--- config.mk ---
export PLATFORM = sky130hd
export DESIGN_NAME = nsl_top
export DESIGN_NICKNAME = d
export VERILOG_FILES = /design/src/nsl_pkg.sv /design/src/nsl_err_if.sv /design/src/nsl_top.sv /design/src/nsl_err_code.sv
export SDC_FILE = /design/constraint.sdc
export NUM_CORES = 1
export LEC_CHECK = 0
export ABC_AREA = 1
export BUFFER_PORTS_ARGS = -buffer_cell sky130_fd_sc_hd__buf_4
export CAP_MARGIN = 20
export CORE_ASPECT_RATIO = 1.1
export CORE_MARGIN = 8
export CORE_UTILIZATION = 42
export DETAILED_ROUTE_END_ITERATION = 8
export GPL_ROUTABILITY_DRIVEN = 0
export HOLD_SLACK_MARGIN = 0.15
export SYNTH_ARGS = -nofsm -noshare
export SYNTH_HDL_FRONTEND = slang
export SYNTH_SLANG_ARGS = --single-unit
--- constraint.sdc ---
create_clock -name mclk_i -period 5.61 [get_ports mclk_i]
set_input_delay 1.122 -clock mclk_i [delete_from_list [all_inputs] [get_ports mclk_i]]
set_output_delay 1.122 -clock mclk_i [all_outputs]
set_load 0.02 [all_outputs]
--- src/nsl_pkg.sv ---
// Constants, state and command codes for the node state LED sequencer.
//
// Contract
// - Restart waits five seconds, green dark.
// - Not-active state refuses all communication.
// - No traffic in wait: basic Ethernet, flicker.
// - Traffic during wait: pre-operational-1 at once.
// - Basic Ethernet allows IP; traffic: pre-operational-1.
// - Version-1 manager: pre-op-1 to pre-op-2 immediately.
// - Version-2 manager: pre-op-2 after start-of-cycle.
// - Ready by command or data-valid flag.
// - Version-1: ready to operational on input data.
// - Operational: green steady, mapping and data active.
// - Stopped: no data either way, 2.5 Hz.
// - Stopped entered or left only by command.
// - One, two, three green flashes at 1 Hz.
// - Bad configuration or hardware: red system stop.
// - Four red phases, 150 or 600 ms.
// - Error code repeats every two seconds; with three or four long phases it restarts after the last phase.
// - Node number byte from two hex switches.
// - Switch zero valid only with dynamic allocation.
// - Switch 01 to EF is node number.
// - Switch F0 to FF is invalid.
// - Green pattern overlays the red indication.
// - Red lit: switch zero, no number assigned.
`default_nettype none

package nsl_pkg;

    localparam int unsigned CLK_PERIOD_NS = 20;
    localparam int unsigned TICK_NS       = 1000000;
    localparam int unsigned TICK_CYC      = TICK_NS / CLK_PERIOD_NS;
    localparam int unsigned TICK_W        = 16;
    localparam int unsigned MS_W          = 13;

    // Durations in milliseconds, with the flicker and blink rates and the error phase count.
    localparam int unsigned WAIT_MS       = 5000;
    localparam int unsigned FLICKER_HZ    = 10;
    localparam int unsigned BLINK_HZ_X10  = 25;
    localparam int unsigned FLICKER_MS    = 1000 / (2 * FLICKER_HZ);
    localparam int unsigned BLINK_MS      = 10000 / (2 * BLINK_HZ_X10);
    localparam int unsigned GROUP_MS      = 1000;
    localparam int unsigned FLASH_ON_MS   = 150;
    localparam int unsigned FLASH_OFF_MS  = 150;
    localparam int unsigned ERR_SHORT_MS  = 150;
    localparam int unsigned ERR_LONG_MS   = 600;
    localparam int unsigned ERR_GAP_MS    = 150;
    localparam int unsigned ERR_PERIOD_MS = 2000;
    localparam int unsigned ERR_PHASES    = 4;

    // Node switch decode limits.
    localparam logic [7:0] NODE_ZERO     = 8'h00;
    localparam logic [7:0] NODE_MAX      = 8'hef;

    typedef enum logic [2:0] {
        NSL_NOT_ACTIVE  = 3'h0,
        NSL_PRE_OP1     = 3'h1,
        NSL_PRE_OP2     = 3'h3,
        NSL_READY       = 3'h2,
        NSL_OPERATIONAL = 3'h6,
        NSL_STOPPED     = 3'h7,
        NSL_BASIC_ETH   = 3'h4
    } nsl_state_e;

    typedef enum logic [2:0] {
        NSL_CMD_READY   = 3'h1,
        NSL_CMD_START   = 3'h2,
        NSL_CMD_STOP    = 3'h3,
        NSL_CMD_PREOP2  = 3'h4,
        NSL_CMD_RESET   = 3'h5
    } nsl_cmd_e;

endpackage

`default_nettype wire

--- src/nsl_err_if.sv ---
// Link between the sequencer and its system-stop code generator.
`default_nettype none

interface nsl_err_if;
    logic       tick;
    logic       active;
    logic [3:0] code;
    logic       red;

    modport seq (output tick, output active, output code, input red);
    modport gen (input tick, input active, input code, output red);
endinterface

`default_nettype wire

--- src/nsl_top.sv ---
// Controlled-node state tracker with dual status/error LED sequencer.
`default_nettype none

module nsl_top
    import nsl_pkg::*;
#(
    parameter logic [TICK_W-1:0] TICK_CYCLES  = TICK_W'(nsl_pkg::TICK_CYC),
    parameter logic [MS_W-1:0]   WAIT_TIME_MS = MS_W'(nsl_pkg::WAIT_MS),
    parameter logic [MS_W-1:0]   FL_ON_MS     = MS_W'(nsl_pkg::FLASH_ON_MS),
    parameter logic [MS_W-1:0]   FL_OFF_MS    = MS_W'(nsl_pkg::FLASH_OFF_MS),
    parameter logic [MS_W-1:0]   FL_GROUP_MS  = MS_W'(nsl_pkg::GROUP_MS)
) (
    // Clock and reset.
    input  wire logic              mclk_i,
    input  wire logic              rst_i,
    // Protocol events from the frame logic.
    input  wire logic              fb_traffic_i,
    input  wire logic              soc_i,
    input  wire logic              mgr_v2_i,
    input  wire logic              data_valid_i,
    input  wire logic              input_data_i,
    input  wire logic              cmd_valid_i,
    input  wire nsl_pkg::nsl_cmd_e cmd_i,
    // Error sources.
    input  wire logic              cfg_error_i,
    input  wire logic              hw_error_i,
    input  wire logic [3:0]        err_code_i,
    input  wire logic              cn_error_i,
    // Node number switches and allocation.
    input  wire logic [3:0]        node_sw_hi_i,
    input  wire logic [3:0]        node_sw_lo_i,
    input  wire logic              dna_mode_i,
    input  wire logic              dna_assigned_i,
    // State and data gating.
    output nsl_pkg::nsl_state_e    state_o,
    output logic                   comm_allow_o,
    output logic                   ip_allow_o,
    output logic                   pdo_active_o,
    output logic                   out_drive_o,
    output logic                   in_provide_o,
    output logic                   sys_stop_o,
    // Node number.
    output logic [7:0]             node_num_o,
    output logic                   node_valid_o,
    output logic                   node_invalid_o,
    // LED.
    output logic                   led_green_o,
    output logic                   led_red_o
);

    nsl_state_e      state_q;
    nsl_state_e      state_d;
    logic [TICK_W-1:0] pre_q;
    logic            tick_q;
    logic [MS_W-1:0] wait_q;
    logic [MS_W-1:0] bl_q;
    logic            bl_on_q;
    logic [MS_W-1:0] grp_q;
    logic [MS_W-1:0] slot_q;
    logic [1:0]      sidx_q;
    logic            stop_q;
    logic [7:0]      sw_meta_q;
    logic [7:0]      sw_q;
    logic            green_d;

    nsl_err_if eif ();

    // Millisecond tick shared by all timers.
    always_ff @(posedge mclk_i or posedge rst_i) begin
        if (rst_i) begin
            pre_q  <= '0;
            tick_q <= 1'b0;
        end else begin
            pre_q  <= (pre_q == TICK_CYCLES - 1'b1) ? '0 : pre_q + 1'b1;
            tick_q <= (pre_q == TICK_CYCLES - 1'b1);
        end
    end

    // Command decode.
    wire cmd_stop   = cmd_valid_i && (cmd_i == NSL_CMD_STOP);
    wire cmd_ready  = cmd_valid_i && (cmd_i == NSL_CMD_READY);
    wire cmd_start  = cmd_valid_i && (cmd_i == NSL_CMD_START);
    wire cmd_preop2 = cmd_valid_i && (cmd_i == NSL_CMD_PREOP2);
    wire cmd_reset  = cmd_valid_i && (cmd_i == NSL_CMD_RESET);
    wire wait_done  = tick_q && (wait_q == WAIT_TIME_MS - 1'b1);
    wire stoppable  = (state_q == NSL_PRE_OP1) || (state_q == NSL_PRE_OP2)
                      || (state_q == NSL_READY)
                      || (state_q == NSL_OPERATIONAL);

    // Start-up wait in the not-active state.
    always_ff @(posedge mclk_i or posedge rst_i) begin
        if (rst_i) begin
            wait_q <= '0;
        end else if (state_q != NSL_NOT_ACTIVE) begin
            wait_q <= '0;
        end else if (tick_q && !wait_done) begin
            wait_q <= wait_q + 1'b1;
        end
    end

    // Operating state machine. A manager reset command restarts the wait unless the node is already not active.
    always_comb begin
        state_d = state_q;
        unique case (state_q)
            NSL_NOT_ACTIVE: begin
                if (fb_traffic_i) begin
                    state_d = NSL_PRE_OP1;
                end else if (wait_done) begin
                    state_d = NSL_BASIC_ETH;
                end
            end
            NSL_BASIC_ETH: begin
                if (fb_traffic_i) begin
                    state_d = NSL_PRE_OP1;
                end
            end
            NSL_PRE_OP1: begin
                if (!mgr_v2_i) begin
                    state_d = NSL_PRE_OP2;
                end else if (soc_i) begin
                    state_d = NSL_PRE_OP2;
                end
            end
            NSL_PRE_OP2: begin
                if (mgr_v2_i ? cmd_ready : data_valid_i) begin
                    state_d = NSL_READY;
                end
            end
            NSL_READY: begin
                if (!mgr_v2_i && input_data_i) begin
                    state_d = NSL_OPERATIONAL;
                end else if (mgr_v2_i && cmd_start) begin
                    state_d = NSL_OPERATIONAL;
                end
            end
            NSL_OPERATIONAL: begin
                state_d = NSL_OPERATIONAL;
            end
            NSL_STOPPED: begin
                if (cmd_preop2) begin
                    state_d = NSL_PRE_OP2;
                end
            end
            default: begin
                state_d = NSL_NOT_ACTIVE;
            end
        endcase
        if (stoppable && cmd_stop) begin
            state_d = NSL_STOPPED;
        end
        if (cmd_reset) begin
            state_d = NSL_NOT_ACTIVE;
        end
    end

    always_ff @(posedge mclk_i or posedge rst_i) begin
        if (rst_i) begin
            state_q <= NSL_NOT_ACTIVE;
        end else begin
            state_q <= state_d;
        end
    end

    // Flicker and blink timer; half period follows the state.
    wire [MS_W-1:0] half_ms = (state_q == NSL_STOPPED)
                              ? MS_W'(BLINK_MS) : MS_W'(FLICKER_MS);
    wire bl_end = tick_q && (bl_q >= half_ms - 1'b1);

    always_ff @(posedge mclk_i or posedge rst_i) begin
        if (rst_i) begin
            bl_q    <= '0;
            bl_on_q <= 1'b0;
        end else if (bl_end) begin
            bl_q    <= '0;
            bl_on_q <= !bl_on_q;
        end else if (tick_q) begin
            bl_q    <= bl_q + 1'b1;
        end
    end

    // Flash groups repeating once per group period.
    wire grp_end  = tick_q && (grp_q == FL_GROUP_MS - 1'b1);
    wire slot_end = tick_q && (slot_q == FL_ON_MS + FL_OFF_MS - 1'b1);
    wire [1:0] nflash = (state_q == NSL_PRE_OP1) ? 2'h1 :
                        (state_q == NSL_PRE_OP2) ? 2'h2 :
                        (state_q == NSL_READY)   ? 2'h3 : 2'h0;
    wire flash_on = (sidx_q < nflash) && (slot_q < FL_ON_MS);

    always_ff @(posedge mclk_i or posedge rst_i) begin
        if (rst_i) begin
            grp_q  <= '0;
            slot_q <= '0;
            sidx_q <= '0;
        end else if (grp_end) begin
            grp_q  <= '0;
            slot_q <= '0;
            sidx_q <= '0;
        end else if (tick_q) begin
            grp_q  <= grp_q + 1'b1;
            slot_q <= slot_end ? '0 : slot_q + 1'b1;
            sidx_q <= (slot_end && sidx_q != 2'h3) ? sidx_q + 1'b1 : sidx_q;
        end
    end

    // Green pattern; it is driven independently of red so it overlays it.
    always_comb begin
        unique case (state_q)
            NSL_NOT_ACTIVE:  green_d = 1'b0;
            NSL_BASIC_ETH:   green_d = bl_on_q;
            NSL_PRE_OP1:     green_d = flash_on;
            NSL_PRE_OP2:     green_d = flash_on;
            NSL_READY:       green_d = flash_on;
            NSL_OPERATIONAL: green_d = 1'b1;
            NSL_STOPPED:     green_d = bl_on_q;
            default:         green_d = 1'b0;
        endcase
    end

    // System stop is held until the next restart.
    always_ff @(posedge mclk_i or posedge rst_i) begin
        if (rst_i) begin
            stop_q <= 1'b0;
        end else if (cfg_error_i || hw_error_i) begin
            stop_q <= 1'b1;
        end
    end

    assign eif.tick   = tick_q;
    assign eif.active = stop_q;
    assign eif.code   = err_code_i;

    nsl_err_code u_err (
        .mclk_i (mclk_i),
        .rst_i  (rst_i),
        .e      (eif.gen)
    );

    // Switch pins cross into the clock domain through two flip-flops.
    always_ff @(posedge mclk_i or posedge rst_i) begin
        if (rst_i) begin
            sw_meta_q <= '0;
            sw_q      <= '0;
        end else begin
            sw_meta_q <= {node_sw_hi_i, node_sw_lo_i};
            sw_q      <= sw_meta_q;
        end
    end

    wire sw_zero  = (sw_q == NODE_ZERO);
    wire sw_node  = !sw_zero && (sw_q <= NODE_MAX);
    wire sw_bad   = (sw_q > NODE_MAX) || (sw_zero && !dna_mode_i);
    wire red_solid = cn_error_i || (sw_zero && !dna_assigned_i);
    wire red_d    = stop_q ? eif.red : red_solid;

    // Registered outputs.
    always_ff @(posedge mclk_i or posedge rst_i) begin
        if (rst_i) begin
            comm_allow_o   <= 1'b0;
            ip_allow_o     <= 1'b0;
            pdo_active_o   <= 1'b0;
            out_drive_o    <= 1'b0;
            in_provide_o   <= 1'b0;
            sys_stop_o     <= 1'b0;
            node_num_o     <= '0;
            node_valid_o   <= 1'b0;
            node_invalid_o <= 1'b0;
            led_green_o    <= 1'b0;
            led_red_o      <= 1'b0;
        end else begin
            comm_allow_o   <= (state_q != NSL_NOT_ACTIVE);
            ip_allow_o     <= (state_q == NSL_BASIC_ETH);
            pdo_active_o   <= (state_q == NSL_OPERATIONAL);
            out_drive_o    <= (state_q == NSL_OPERATIONAL);
            in_provide_o   <= (state_q == NSL_OPERATIONAL);
            sys_stop_o     <= stop_q;
            node_num_o     <= sw_node ? sw_q : 8'h00;
            node_valid_o   <= sw_node || (sw_zero && dna_mode_i);
            node_invalid_o <= sw_bad;
            led_green_o    <= green_d;
            led_red_o      <= red_d;
        end
    end

    assign state_o = state_q;

    chk_na_green_dark: assert property (
        @(posedge mclk_i) disable iff (rst_i)
        (state_q == NSL_NOT_ACTIVE && $past(state_q) == NSL_NOT_ACTIVE)
            |-> !led_green_o)
        else $error("Green lit while not active.");

    chk_na_no_comm: assert property (
        @(posedge mclk_i) disable iff (rst_i)
        (state_q == NSL_NOT_ACTIVE) |=> !comm_allow_o)
        else $error("Communication allowed while not active.");

    chk_wait_to_basic: assert property (
        @(posedge mclk_i) disable iff (rst_i)
        (state_q == NSL_NOT_ACTIVE && wait_done && !fb_traffic_i
            && !cmd_reset) |=> (state_q == NSL_BASIC_ETH))
        else $error("Wait expiry did not reach basic Ethernet.");

    chk_traffic_pre1: assert property (
        @(posedge mclk_i) disable iff (rst_i)
        (state_q == NSL_NOT_ACTIVE && fb_traffic_i && !cmd_reset)
            |=> (state_q == NSL_PRE_OP1))
        else $error("Traffic did not move to pre-operational-1.");

    chk_v1_pre1_skip: assert property (
        @(posedge mclk_i) disable iff (rst_i)
        (state_q == NSL_PRE_OP1 && !mgr_v2_i && !cmd_valid_i)
            |=> (state_q == NSL_PRE_OP2))
        else $error("Version-1 pre-operational-1 did not advance.");

    chk_stop_by_cmd: assert property (
        @(posedge mclk_i) disable iff (rst_i)
        $changed(state_q == NSL_STOPPED) |->
            $past(cmd_valid_i && (cmd_i == NSL_CMD_STOP
                || cmd_i == NSL_CMD_PREOP2 || cmd_i == NSL_CMD_RESET)))
        else $error("Stopped state changed without a command.");

    chk_oper_green_on: assert property (
        @(posedge mclk_i) disable iff (rst_i)
        (state_q == NSL_OPERATIONAL)[*2] |-> led_green_o)
        else $error("Green not steady in operational.");

    chk_stop_no_data: assert property (
        @(posedge mclk_i) disable iff (rst_i)
        (state_q == NSL_STOPPED) |=> (!out_drive_o && !in_provide_o))
        else $error("Data exchanged while stopped.");

    chk_node_reserved: assert property (
        @(posedge mclk_i) disable iff (rst_i)
        (sw_q > NODE_MAX) |=> (node_invalid_o && !node_valid_o))
        else $error("Reserved switch value not flagged invalid.");

endmodule

`default_nettype wire

--- src/nsl_err_code.sv ---
// Red pulse-train generator for system-stop error codes.
`default_nettype none

module nsl_err_code
    import nsl_pkg::*;
(
    // Clock and reset.
    input  wire logic mclk_i,
    input  wire logic rst_i,
    // Sequencer side.
    nsl_err_if.gen    e
);

    logic [MS_W-1:0] frame_q;
    logic [MS_W-1:0] pc_q;
    logic [2:0]      ph_q;
    logic            on_q;
    logic [MS_W-1:0] len_q;

    // A set code bit selects the long phase; bit 0 is sent first.
    wire [MS_W-1:0] dur = e.code[ph_q[1:0]] ? MS_W'(ERR_LONG_MS)
                                             : MS_W'(ERR_SHORT_MS);
    wire on_end  = on_q && (pc_q == dur - 1'b1);
    wire gap_end = !on_q && (ph_q < 3'(ERR_PHASES - 1))
                   && (pc_q == MS_W'(ERR_GAP_MS - 1));
    wire done    = !on_q && (ph_q == 3'(ERR_PHASES - 1));
    // Restart at the period, or after the last phase when it runs over.
    wire wrap    = done && (frame_q >= MS_W'(ERR_PERIOD_MS - 1));

    always_ff @(posedge mclk_i or posedge rst_i) begin
        if (rst_i) begin
            frame_q <= '0;
            pc_q    <= '0;
            ph_q    <= '0;
            on_q    <= 1'b0;
        end else if (!e.active) begin
            frame_q <= '0;
            pc_q    <= '0;
            ph_q    <= '0;
            on_q    <= 1'b1;
        end else if (e.tick) begin
            frame_q <= wrap ? '0 : frame_q + 1'b1;
            pc_q    <= (on_end || gap_end || wrap) ? '0 : pc_q + 1'b1;
            ph_q    <= wrap ? '0 : (gap_end ? ph_q + 1'b1 : ph_q);
            on_q    <= wrap || gap_end || (on_q && !on_end);
        end
    end

    assign e.red = on_q && e.active;

    // Helper: length of the current red phase in milliseconds.
    always_ff @(posedge mclk_i or posedge rst_i) begin
        if (rst_i) begin
            len_q <= '0;
        end else if (!e.red) begin
            len_q <= '0;
        end else if (e.tick) begin
            len_q <= len_q + 1'b1;
        end
    end

    chk_err_phase_len: assert property (
        @(posedge mclk_i) disable iff (rst_i)
        ($fell(e.red) && e.active) |->
            (len_q == MS_W'(ERR_SHORT_MS) || len_q == MS_W'(ERR_LONG_MS)))
        else $error("Red error phase has a wrong length.");

endmodule

`default_nettype wire

# --- Word-level counts from Yosys, hierarchy flattened ---
# Index checks and enable logic that the tools add are counted.
totals:
  reg_bits: 138
  in_bits: 28
  out_inout_bits: 21
  elab_cells: 176
op_classes:
  add_sub_neg: 11
  magnitude_cmp: 8
  eq_ne: 27
  mux: 48
  reduce_logical: 57
ops:
  columns: ["cell", "count"]
  rows:
  - ["$mux W13", 15]
  - ["$add A13 B1 Y13 const B", 6]
  - ["$mux W3", 15]
  - ["$logic_and A1 B1 Y1", 26]
  - ["$pmux W3 S7", 1]
  - ["$add A16 B1 Y16 const B", 1]
  - ["$eq A16 B16 Y1 const B", 1]
  - ["$mux W16", 1]
  - ["$mux W8", 2]
  - ["$eq A3 B2 Y1 const B", 5]
  - ["$eq A3 B3 Y1 const B", 5]
  - ["$eq A13 B10 Y1 const B", 1]
  - ["$eq A13 B13 Y1", 1]
  - ["$eq A13 B13 Y1 const B", 1]
  - ["$eq A13 B8 Y1 const B", 1]
  - ["$eq A13 B9 Y1 const B", 1]
  - ["$ge A13 B11 Y1 const B", 1]
  - ["$ge A13 B13 Y1", 1]
  - ["$lt A13 B8 Y1 const B", 1]
  - ["$sub A13 B1 Y13 const B", 1]
  - ["$mux W2", 6]
  - ["$logic_or A1 B1 Y1", 11]
  - ["$mux W10", 1]
  - ["$sub A8 B1 Y9 const B", 1]
  - ["27 further kinds", 45]

# --- Logic depth before layout (Yosys ltp) ---
# Gate-level depths: netlist of run 1.
depth:
  ltp_word: 11
  mapped_depth: 15
  mapped_depth_nobuf: 15

# --- Cells and area by module ---
# From an unflattened synthesis of run 1, not the netlist that was laid out.
hier_totals:
  hier_cells: 941
  area_unflattened_um2: 7484.7
by_module_without_submodules:
  columns: ["mod", "instances", "cells_each", "area_each_um2", "seq_area_each_um2"]
  rows:
  - ["nsl_top", 1, 647, 5481.5, 2702.6]
  - ["nsl_err_code", 1, 294, 2003.2, 750.7]

# --- Worst setup path after synthesis of run 1 ---
# No wires, ideal clock.
synth_timing:
  path_type: "input port to flip-flop"
  from: "in err_code_i[1]"
  to: "reg u_err.pc_q[2]"
  setup_time_ns: 0.116
  t_arrival_ns: 1.877
  required_time_ns: 5.494
  path_slack_ns: 3.616
  stages: 9
  n_path_buf: 1
  cell_sequence: "nand2_1 -> nand3_1 -> nand3_1 -> nand2_1 -> nor3_2 -> nor2_2 -> buf_6 -> nand2_1 -> nand2_1"
synth_via:
  elab_chain_len: 11
synth_lines:
  columns: ["element", "line", "source"]
  rows:
  - ["start, declared", "nsl_top.sv:27", "input wire logic [3:0] err_code_i,"]
  - ["$bmux W1 S2", "nsl_err_code.sv:21", "wire [MS_W-1:0] dur = e.code[ph_q[1:0]] ? MS_W'(ERR_LONG_MS)"]
  - ["$mux W1 (implied by the code)", "nsl_err_code.sv:21", null]
  - ["$mux W10", "nsl_err_code.sv:21", null]
  - ["$sub A13 B1 Y13", "nsl_err_code.sv:23", "wire on_end = on_q && (pc_q == dur - 1'b1);"]
  - ["$eq A13 B13 Y1", "nsl_err_code.sv:23", null]
  - ["$logic_and A1 B1 Y1", "nsl_err_code.sv:23", null]
  - ["$logic_or A1 B1 Y1 (2 in a row)", "nsl_err_code.sv:43", "pc_q <= (on_end || gap_end || wrap) ? '0 : pc_q + 1'b1;"]
  - ["$mux W13", "nsl_err_code.sv:43", null]
  - ["$mux W13", "nsl_err_code.sv:41", "end else if (e.tick) begin"]
  - ["$mux W13", "nsl_err_code.sv:36", "end else if (!e.active) begin"]
  - ["end signal, assigned", "nsl_err_code.sv:43", null]
  - ["end, declared", "nsl_err_code.sv:15", "logic [MS_W-1:0] pc_q;"]
# No other way between the ends. The select of a mux whose other input is x is not followed.
# A chain may end at the register's enable or synchronous reset.

# --- Worst setup path in the final report of run 1 ---
layout_timing:
  from: "reg state_q[2], in the netlist state_o[2]"
  to: "out state_o[2]"
layout_lines:
  columns: ["element", "line", "source"]
  rows:
  - ["start, declared", "nsl_top.sv:51", "nsl_state_e state_q;"]
  - ["start signal, assigned", "nsl_top.sv:160", "state_q <= state_d;"]
  - ["end, declared", "nsl_top.sv:35", "output nsl_pkg::nsl_state_e state_o,"]
# No word-level cell between the ends.

==> results of run 1 <==
flip-flops by register name (all words and copies together) (netlist names), 2 cells and up:
| register | flops |
|---|---|
| wait_q | 13 |
| slot_q | 13 |
| bl_q | 13 |
| sw_q | 8 |
| sidx_q | 2 |
| node_num_o | 8 |
| u_err.frame_q | 13 |
| grp_q | 13 |
| u_err.pc_q | 13 |
| sw_meta_q | 8 |
| pre_q | 16 |
| state_o | 3 |
| u_err.ph_q | 3 |
routing by layer:
layer	vias up	GRT usage, %	share of wire [%]
li1	2903	-	-
met1	2608	17.8	47
met2	58	23.9	49
met3	13	3.79	2.7
met4	0	5.49	1.1
met5	-	0	0
metrics by stage:
step	instance area (um2)	utilization (%)
floorplan	7030	-
global placement	7600	46.4
detailed placement	7600	46.4
CTS	8230	50.3
global route	8230	50.3
finish	8230	50.3
cells in the mapped netlist (4+ instances only):
| library cell | n | area, um2 |
|---|---|---|
| o22ai_1 | 6 | 37.5 |
| nand2_1 | 189 | 709 |
| dfrtp_1 | 138 | 3450 |
| and3_1 | 4 | 25.0 |
| nor3_2 | 7 | 70.1 |
| nand3_1 | 54 | 270 |
| nor2_2 | 5 | 31.3 |
| nand3b_1 | 8 | 60.1 |
| a21oi_1 | 27 | 135 |
| xor2_1 | 35 | 307 |
| nor4_1 | 6 | 37.5 |
| nor3_1 | 25 | 125 |
| nor2_1 | 123 | 462 |
| inv_1 | 122 | 458 |
| inv_2 | 7 | 26.3 |
| nand2_2 | 4 | 25.0 |
| o21ai_0 | 40 | 200 |
| ha_1 | 16 | 200 |
| nand4_1 | 17 | 106 |
cells by family (layout without fill, tap and decap cells):
| logic type | after synthesis | in the layout | synth area share, % |
|---|---|---|---|
| adder cells (fa/ha/maj) | 16 | 16 | 2.85 |
| flip-flops | 138 | 138 | 49.1 |
| AO/OA/AOI/OAI | 91 | 91 | 7.28 |
| XOR/XNOR | 38 | 38 | 4.73 |
| buffers and inverters | 140 | 211 | 7.90 |
| AND/OR/NAND/NOR | 448 | 448 | 28.1 |
report_power, final:
| group | total, uW | switching, uW | internal (uW) | leakage, uW |
|---|---|---|---|---|
| Sequential | 1050 | 24.3 | 1030 | 0.00175 |
| Clock | 1180 | 412 | 764 | 0.000298 |
| Combinational | 329 | 211 | 118 | 0.00201 |
| Total | 2560 | 647 | 1910 | 0.00406 |
cell type report:
class | count | share of cell area (%)
flip-flops and latches | 138 | 42.0
multi-input cells | 593 | 36.7
inverters | 129 | 5.94
clock buffers | 20 | 5.55
repair buffers | 51 | 4.65
well taps | 204 | 3.10
clock inverters | 11 | 2.07
path summary, 6_finish.rpt:
check / end / cells after the start
setup / recovery: state_o[2] / 1
hold / removal: sw_q[4] / 0
setup reg to reg: bl_q[4] / 15
hold reg to reg: sw_q[4] / 0
max in group asynchronous: u_err.frame_q[0] / 3
min in group asynchronous: sys_stop_o / 2
==> out/metrics.csv, run 1 <==
metric,value,unit
"EDFF count, synth",0,
dpl cells,1115,
die area,21100,um2
CTS max path bufs,2,
TNS Setup,0,ps
via/cell ratio,4.87,
syn_area_per_cell,8.07,um2
Arrival @ worst endpoint,1050,ps
Worst setup EP type,primary output,
vias,5582,
worst hold slack,345,ps
cell area after synthesis,7030,um2
crit path cell chain,buf_4,
number of distinct library cells after synthesis,40,
die width,139,um
syn nets,915,
peak supply drop,0.221,mV
initial antenna violation count,0,
multi-input logic area,3020,um2
final hold violations,0,
aggregate global routing overflow,0,
# Max-Cap Violations,0,
Hold Path Class,reg -> reg,
Worst slew margin,42.9,%
worst skew pair latency,420,ps
critical path data required time,4490,ps
slowest CP cell,dfrtp_1,
Pins Over Slew Limit,0,
Final setup viols,0,
Worst Clk Skew,11.6,ps
Setup CP Type,reg -> out,
largest net degree at the start of global routing,95,
CTS H-Tree Depth,4,
CTS Sinks,138,
Row Count,49,
nature of the critical path startpoint,flop,
area occupied by registers,3450,um2
Leak,0.00406,uW
Port Buffers,48,
Global Route Usage Sum,14.4,%
vias in the first global route,5342,
first-pass GRT wire length,24800,um
routed wire length,14300,um
Worst-path clk slew,60,ps
post-place setup slack,3100,ps
RSZ-0062 raised after global routing,false,
# nets final,974,
register area share after synthesis,49.1,%
hold_sp,sw_meta_q[4],
Post-synth top flop,dfrtp_1,
Pre-antenna DRT Iters,4,
"delay-heaviest family, CP",flip-flops,
clock root cell,clkbuf_16,
warnings from Yosys,0,
fill cell instance count of the final layout,1572,
total power,2560,uW
Antenna Cells,0,
worst slew pin tran,856,ps
Core Region,16400,um2
fin crit period,2170,ps
critical path's largest stage delay,440,ps
hold_buf cts,0,
Setup WS post-layout,3440,ps
flop2flop setup slack,3530,ps
TritonCTS clock tree,yes,
post-CTS setup buffer count,0,
post-DP HPWL,10100,um
"commonest non-fill, non-tap cells in the layout","189 x nand2_1, 138 x dfrtp_1, 123 x nor2_1",
DR iter-0 viols,277,
Power Density,311,nW/um2
WL/cell,12.5,um
layout cells sized above 1,11.9,%
asr flop ratio synth,100,%
CP max FO,6,
Final ANT Viol Nets,0,
Chip Height,152,um
first element of the critical path,state_o[2],
Syn-to-layout area delta,17.0,%
boundary pin count,49,
Buf/Inv on CP,1,
Seq cells post-synth,138,
CTS resizes,0,
status,finished clean,
f_max,460,MHz
final cell count without fillers,1146,
FF-to-FF Start,state_o[2],
Synth Instances,871,
Initial Util,43.0,%
DRC,0,
CTS Buf Count,17,
"most common cell after layout, fill and taps aside",nand2_1,
final period utilization,38.7,%
(Power assumes the default switching activity.)
==> inputs of run 2 (changes only) <==
clock period = 2.1 ns   (was 5.61 ns; I/O delays follow)
==> run 2 against run 1 <==
Cell count grew 1.9%; global-route usage about the same; power grew to 2.7 times the previous value; sequential share of layout area shrank 0.93 points; clock power increased to 2.6 times the previous value; worst hold slack got worse by 160 ps; register-to-register slack worse by 3300 ps; die area unchanged; via count is 1.2% higher; count of clock-buffer cells in the layout fell by 1; largest cell class unchanged.
==> out/metrics.csv, run 2 (same netlist as run 1, synthesis figures left out) <==
metric,value,unit
Clk pwr share,44.8,%
Leak,0.00415,uW
post-place setup slack,221,ps
final period utilization,89.8,%
CTS Sinks,138,
Reg with most FFs,pre_q,
Final ANT Viol Nets,0,
Pre-antenna DRT Iters,8,
Arrival @ worst endpoint,2230,ps
Reg power frac,40.9,%
max reg flops,16,
routed wire length,14200,um
Chip Height,152,um
CP max FO,7,
slowest CP cell,dfrtp_1,
status,finished clean,
"commonest non-fill, non-tap cells in the layout","189 x nand2_1, 138 x dfrtp_1, 123 x nor2_1",
DR iter-0 viols,330,
crit path cell chain,"nand2_1, nor2_2, inv_2, ha_1, nand2_1, inv_1, o21ai_0, nand3_1, nand2_1, nand2_1, nand2_1, nand2_1, nand2_1, inv_2, nor2_1",
Buf/Inv on CP,3,
largest net degree at the start of global routing,78,
total power,6830,uW
Power Density,811,nW/um2
peak supply drop,0.569,mV
Worst Clk Skew,12.4,ps
fin crit period,1890,ps
"delay-heaviest family, CP",simple AND/OR/NAND/NOR gates,
worst hold slack,184,ps
# Max-Cap Violations,0,
switching part of the total,26.3,%
Pins Over Slew Limit,0,
internal cell power,5030,uW
Row Count,49,
initial antenna violation count,0,
Worst setup EP type,flop,
worst skew pair latency,420,ps
boundary pin count,49,
Setup CP Type,reg -> reg,
final hold violations,0,
"most common cell after layout, fill and taps aside",nand2_1,
f_max,530,MHz
Comb power frac,14.3,%
layout cells sized above 1,13.0,%
vias,5649,
Antenna Cells,0,
via/cell ratio,4.84,
DRC,0,
aggregate global routing overflow,0,
Port Buffers,48,
Worst-path clk slew,60,ps
clock root cell,clkbuf_16,
die area,21100,um2
CTS max path bufs,2,
first-pass GRT wire length,24900,um
CTS resizes,0,
die width,139,um
Syn-to-layout area delta,19.7,%
Initial Util,43.0,%
critical path's largest stage delay,400,ps
nature of the critical path startpoint,flop,
Final setup viols,0,
critical path data required time,2450,ps
Psw,1800,uW
Global Route Usage Sum,14.4,%
CTS H-Tree Depth,4,
vias in the first global route,5416,
WL/cell,12.2,um
Core Region,16400,um2
Worst path most repeated cell,nand2_1,
Hold Path Class,in -> reg,
TritonCTS clock tree,yes,
post-DP HPWL,10200,um
worst slew pin tran,464,ps
CTS Buf Count,17,
# nets final,995,
Layout Utilization,51.4,%
Worst slew margin,68.8,%
RSZ-0062 raised after global routing,false,
Setup WS post-layout,215,ps
## run 2: worst paths after layout
kind	start	endpoint	slack, ps	depth (start not counted)
max in group asynchronous	rst_i	pre_q[4]	1060	4
max	state_o[0]	bl_q[7]	210	15
min reg2reg	sw_meta_q[0]	sw_q[0]	340	0
min	cfg_error_i	eif.active	180	3
min in group asynchronous	rst_i	u_err.pc_q[10]	680	4
max reg2reg	state_o[0]	bl_q[7]	210	15
## run 2: power by group through the flow
| stage | clock, uW | sequential (uW) | combinational, uW |
|---|---|---|---|
| 2_1_floorplan | 0 | 2940 | 517 |
| 3_3_place_gp | 0 | 2840 | 958 |
| 5_1_grt | 3270 | 2800 | 1090 |
| 6_report | 3060 | 2790 | 976 |
| 4_1_cts | 3150 | 2800 | 972 |
| 3_5_place_dp | 0 | 2840 | 950 |
## run 2: per-layer routing
| metal | track usage, % | up-vias | part of all wire, % |
|---|---|---|---|
| met5 | 0 | - | 0 |
| met4 | 6.10 | 0 | 1.3 |
| met3 | 2.85 | 14 | 2.2 |
| met2 | 24.6 | 69 | 50 |
| met1 | 17.6 | 2614 | 47 |
| li1 | - | 2952 | - |
## run 2: stage by stage
stage	instances	instance area (um2)	setup TNS, ps
2_1_floorplan	871	7040	-5670
3_3_place_gp	1126	7710	0
3_5_place_dp	1126	7710	0
4_1_cts	1167	8410	0
5_1_grt	1168	8420	0
6_report	1168	8420	0
## run 2: repair_timing
| action | in CTS | in global routing |
|---|---|---|
| hold endpoints to repair | 70 | 0 |
| setup endpoints to repair | 0 | 5 |
| buffers inserted | 0 | 1 |
| hold buffers | 9 | 0 |
## run 2: area by class of cell
cell class	instances	area, um2
inverters	129	488
multi-input cells	593	3020
well taps	204	255
repair buffers	72	588
clock buffers	19	443
fillers	1589	7950
flip-flops and latches	138	3450
clock inverters	13	166
## run 2: tightest hold or removal path, cell delays in order
cell and delay, ps:
buf_4 80, nor2_1 30, nand2_1 40
==> inputs of run 3 (changes only) <==
==> constraint.sdc (replaced) <==
create_clock -name mclk_i -period 2.1 [get_ports mclk_i]
set_input_delay 0.21 -clock mclk_i [delete_from_list [all_inputs] [get_ports mclk_i]]
set_output_delay 0.21 -clock mclk_i [all_outputs]
set_load 0.02 [all_outputs]
==> run 3 against run 2 <==
Worst hold slack better by 29 ps; worst setup slack better by 16 ps; clock skew is 4.9 ps lower; critical endpoint unchanged; utilization is 0.076 points higher; first-iteration DRC count is 5.8% lower; non-clock buffer count is 4 higher; clock power is 4% lower; critical path depth stayed put.
==> out/metrics.csv, run 3 (same netlist as run 1, synthesis figures left out) <==
metric,value,unit
CTS max path bufs,2,
Worst setup EP type,flop,
TritonCTS clock tree,yes,
Row Count,49,
Setup WS post-layout,231,ps
fill cell instance count of the final layout,1548,
die width,139,um
critical path data required time,2450,ps
post-CTS setup buffer count,0,
Leak,0.00417,uW
largest net degree at the start of global routing,65,
Final ANT Viol Nets,0,
via/cell ratio,4.81,
worst skew pair latency,420,ps
Final setup viols,0,
internal cell power,4790,uW
nature of the critical path startpoint,flop,
boundary pin count,49,
Worst path most repeated cell,nand2_1,
final hold violations,0,
# Max-Cap Violations,0,
first-pass GRT wire length,25300,um
max reg flops,16,
design area,8430,um2
critical path's largest stage delay,410,ps
final period utilization,89.0,%
Comb power frac,14.3,%
slowest CP cell,dfrtp_1,
Initial Util,43.0,%
fin crit period,1870,ps
Syn-to-layout area delta,19.9,%
switching part of the total,28.3,%
# nets final,999,
"delay-heaviest family, CP",simple AND/OR/NAND/NOR gates,
CTS Buf Count,17,
Worst slew margin,62.8,%
peak supply drop,0.563,mV
worst slew pin tran,557,ps
Port Buffers,48,
WL/cell,12.3,um
Hold Path Class,in -> reg,
post-DP HPWL,10500,um
CP max FO,7,
CTS resizes,0,
clock root cell,clkbuf_16,
crit path cell chain,"nand2_1, nor2_2, inv_2, ha_1, nand2_1, inv_1, o21ai_0, nand3_1, nand2_1, nand2_1, nand2_1, nand2_1, nand2_1, inv_2, nor2_1",
initial antenna violation count,0,
CTS H-Tree Depth,4,
Buf/Inv on CP,3,
Chip Height,152,um
TNS Setup,0,ps
area occupied by registers,3450,um2
DRC,0,
post-place setup slack,251,ps
Power Density,794,nW/um2
Clk pwr share,43.9,%
Core Region,16400,um2
dpl cells,1127,
Antenna Cells,0,
Placed Area,7720,um2
DR iter-0 viols,311,
Pre-antenna DRT Iters,4,
Global Route Usage Sum,14.6,%
Arrival @ worst endpoint,2220,ps
"commonest non-fill, non-tap cells in the layout","189 x nand2_1, 138 x dfrtp_1, 123 x nor2_1",
"most common cell after layout, fill and taps aside",nand2_1,
routed wire length,14500,um
Pins Over Slew Limit,0,
Psw,1900,uW
layout cells sized above 1,13.0,%
Worst-path clk slew,70,ps
aggregate global routing overflow,0,
multi-input logic area,3020,um2
RSZ-0062 raised after global routing,false,
die area,21100,um2
f_max,535,MHz
Setup CP Type,reg -> reg,
status,finished clean,
Worst Clk Skew,7.51,ps
Reg power frac,41.8,%
vias,5639,
Reg with most FFs,pre_q,
CTS Sinks,138,
final cell count without fillers,1172,
vias in the first global route,5492,
-- run 3: cell types whose count changed in the layout (fill, tap and decap cells not counted) --
cell and delta:
inv_6 +1, bufinv_16 -2, clkinv_4 +1, clkbuf_1 -1, clkinvlp_4 -1, inv_8 +4, clkinv_2 -1, clkbuf_8 -1
dlygate4sd3_1 +4
-- run 3: path summary, 6_finish.rpt --
kind,cells past startpoint,from,slack [ps],end
worst min register to register,0,sw_meta_q[0],350,sw_q[0]
worst min-delay path,4,cmd_valid_i,210,state_o[2]
worst max-delay path,15,state_o[0],230,bl_q[7]
worst max register to register,15,state_o[0],230,bl_q[7]
min in group asynchronous,3,rst_i,410,u_err.frame_q[12]
max in group asynchronous,4,rst_i,1000,grp_q[11]
-- run 3: area by class of cell --
cell class,instances,area share (%)
clock buffer,17,5.05
clock inverter,15,1.86
inverter,129,5.79
multi-input combinational,593,35.9
sequential,138,41.0
tap,204,3.03
timing repair buffer,76,7.45
-- run 3: worst min-delay path: stages --
cell	delay, ps
buf_4	90
nand4_1	160
nand2_1	110
nor2_1	30
-- run 3: per-stage QoR --
| stage | utilization (%) | total power [uW] | hold WS (ps) |
|---|---|---|---|
| 2_1_floorplan | - | 3450 | 241 |
| 3_3_place_gp | 47.1 | 3800 | 305 |
| 3_5_place_dp | 47.1 | 3800 | 303 |
| 4_1_cts | 51.5 | 6800 | 206 |
| 5_1_grt | 51.5 | 7030 | 240 |
| 6_report | 51.5 | 6690 | 214 |
-- run 3: power by group through the flow --
stage / sequential, uW / clock [uW] / combinational (uW)
CTS: 2800 / 3020 / 978
detailed placement: 2850 / 0 / 954
global route: 2800 / 3160 / 1070
floorplan: 2940 / 0 / 517
finish: 2800 / 2940 / 958
global placement: 2840 / 0 / 955
-- run 3: per-layer routing --
metal | share of wire [%] | vias to the layer above | track usage (%)
met2 | 50 | 55 | 25.8
li1 | - | 2952 | -
met4 | 1.1 | 0 | 4.61
met5 | 0 | - | 0
met3 | 2.3 | 15 | 3.17
met1 | 46 | 2617 | 17.4
-- run 3: what timing repair did --
| action | in CTS | in global routing |
|---|---|---|
| hold endpoints to repair | 33 | 0 |
| endpoints found under the setup margin | 0 | 0 |
| hold buffers | 13 | 0 |
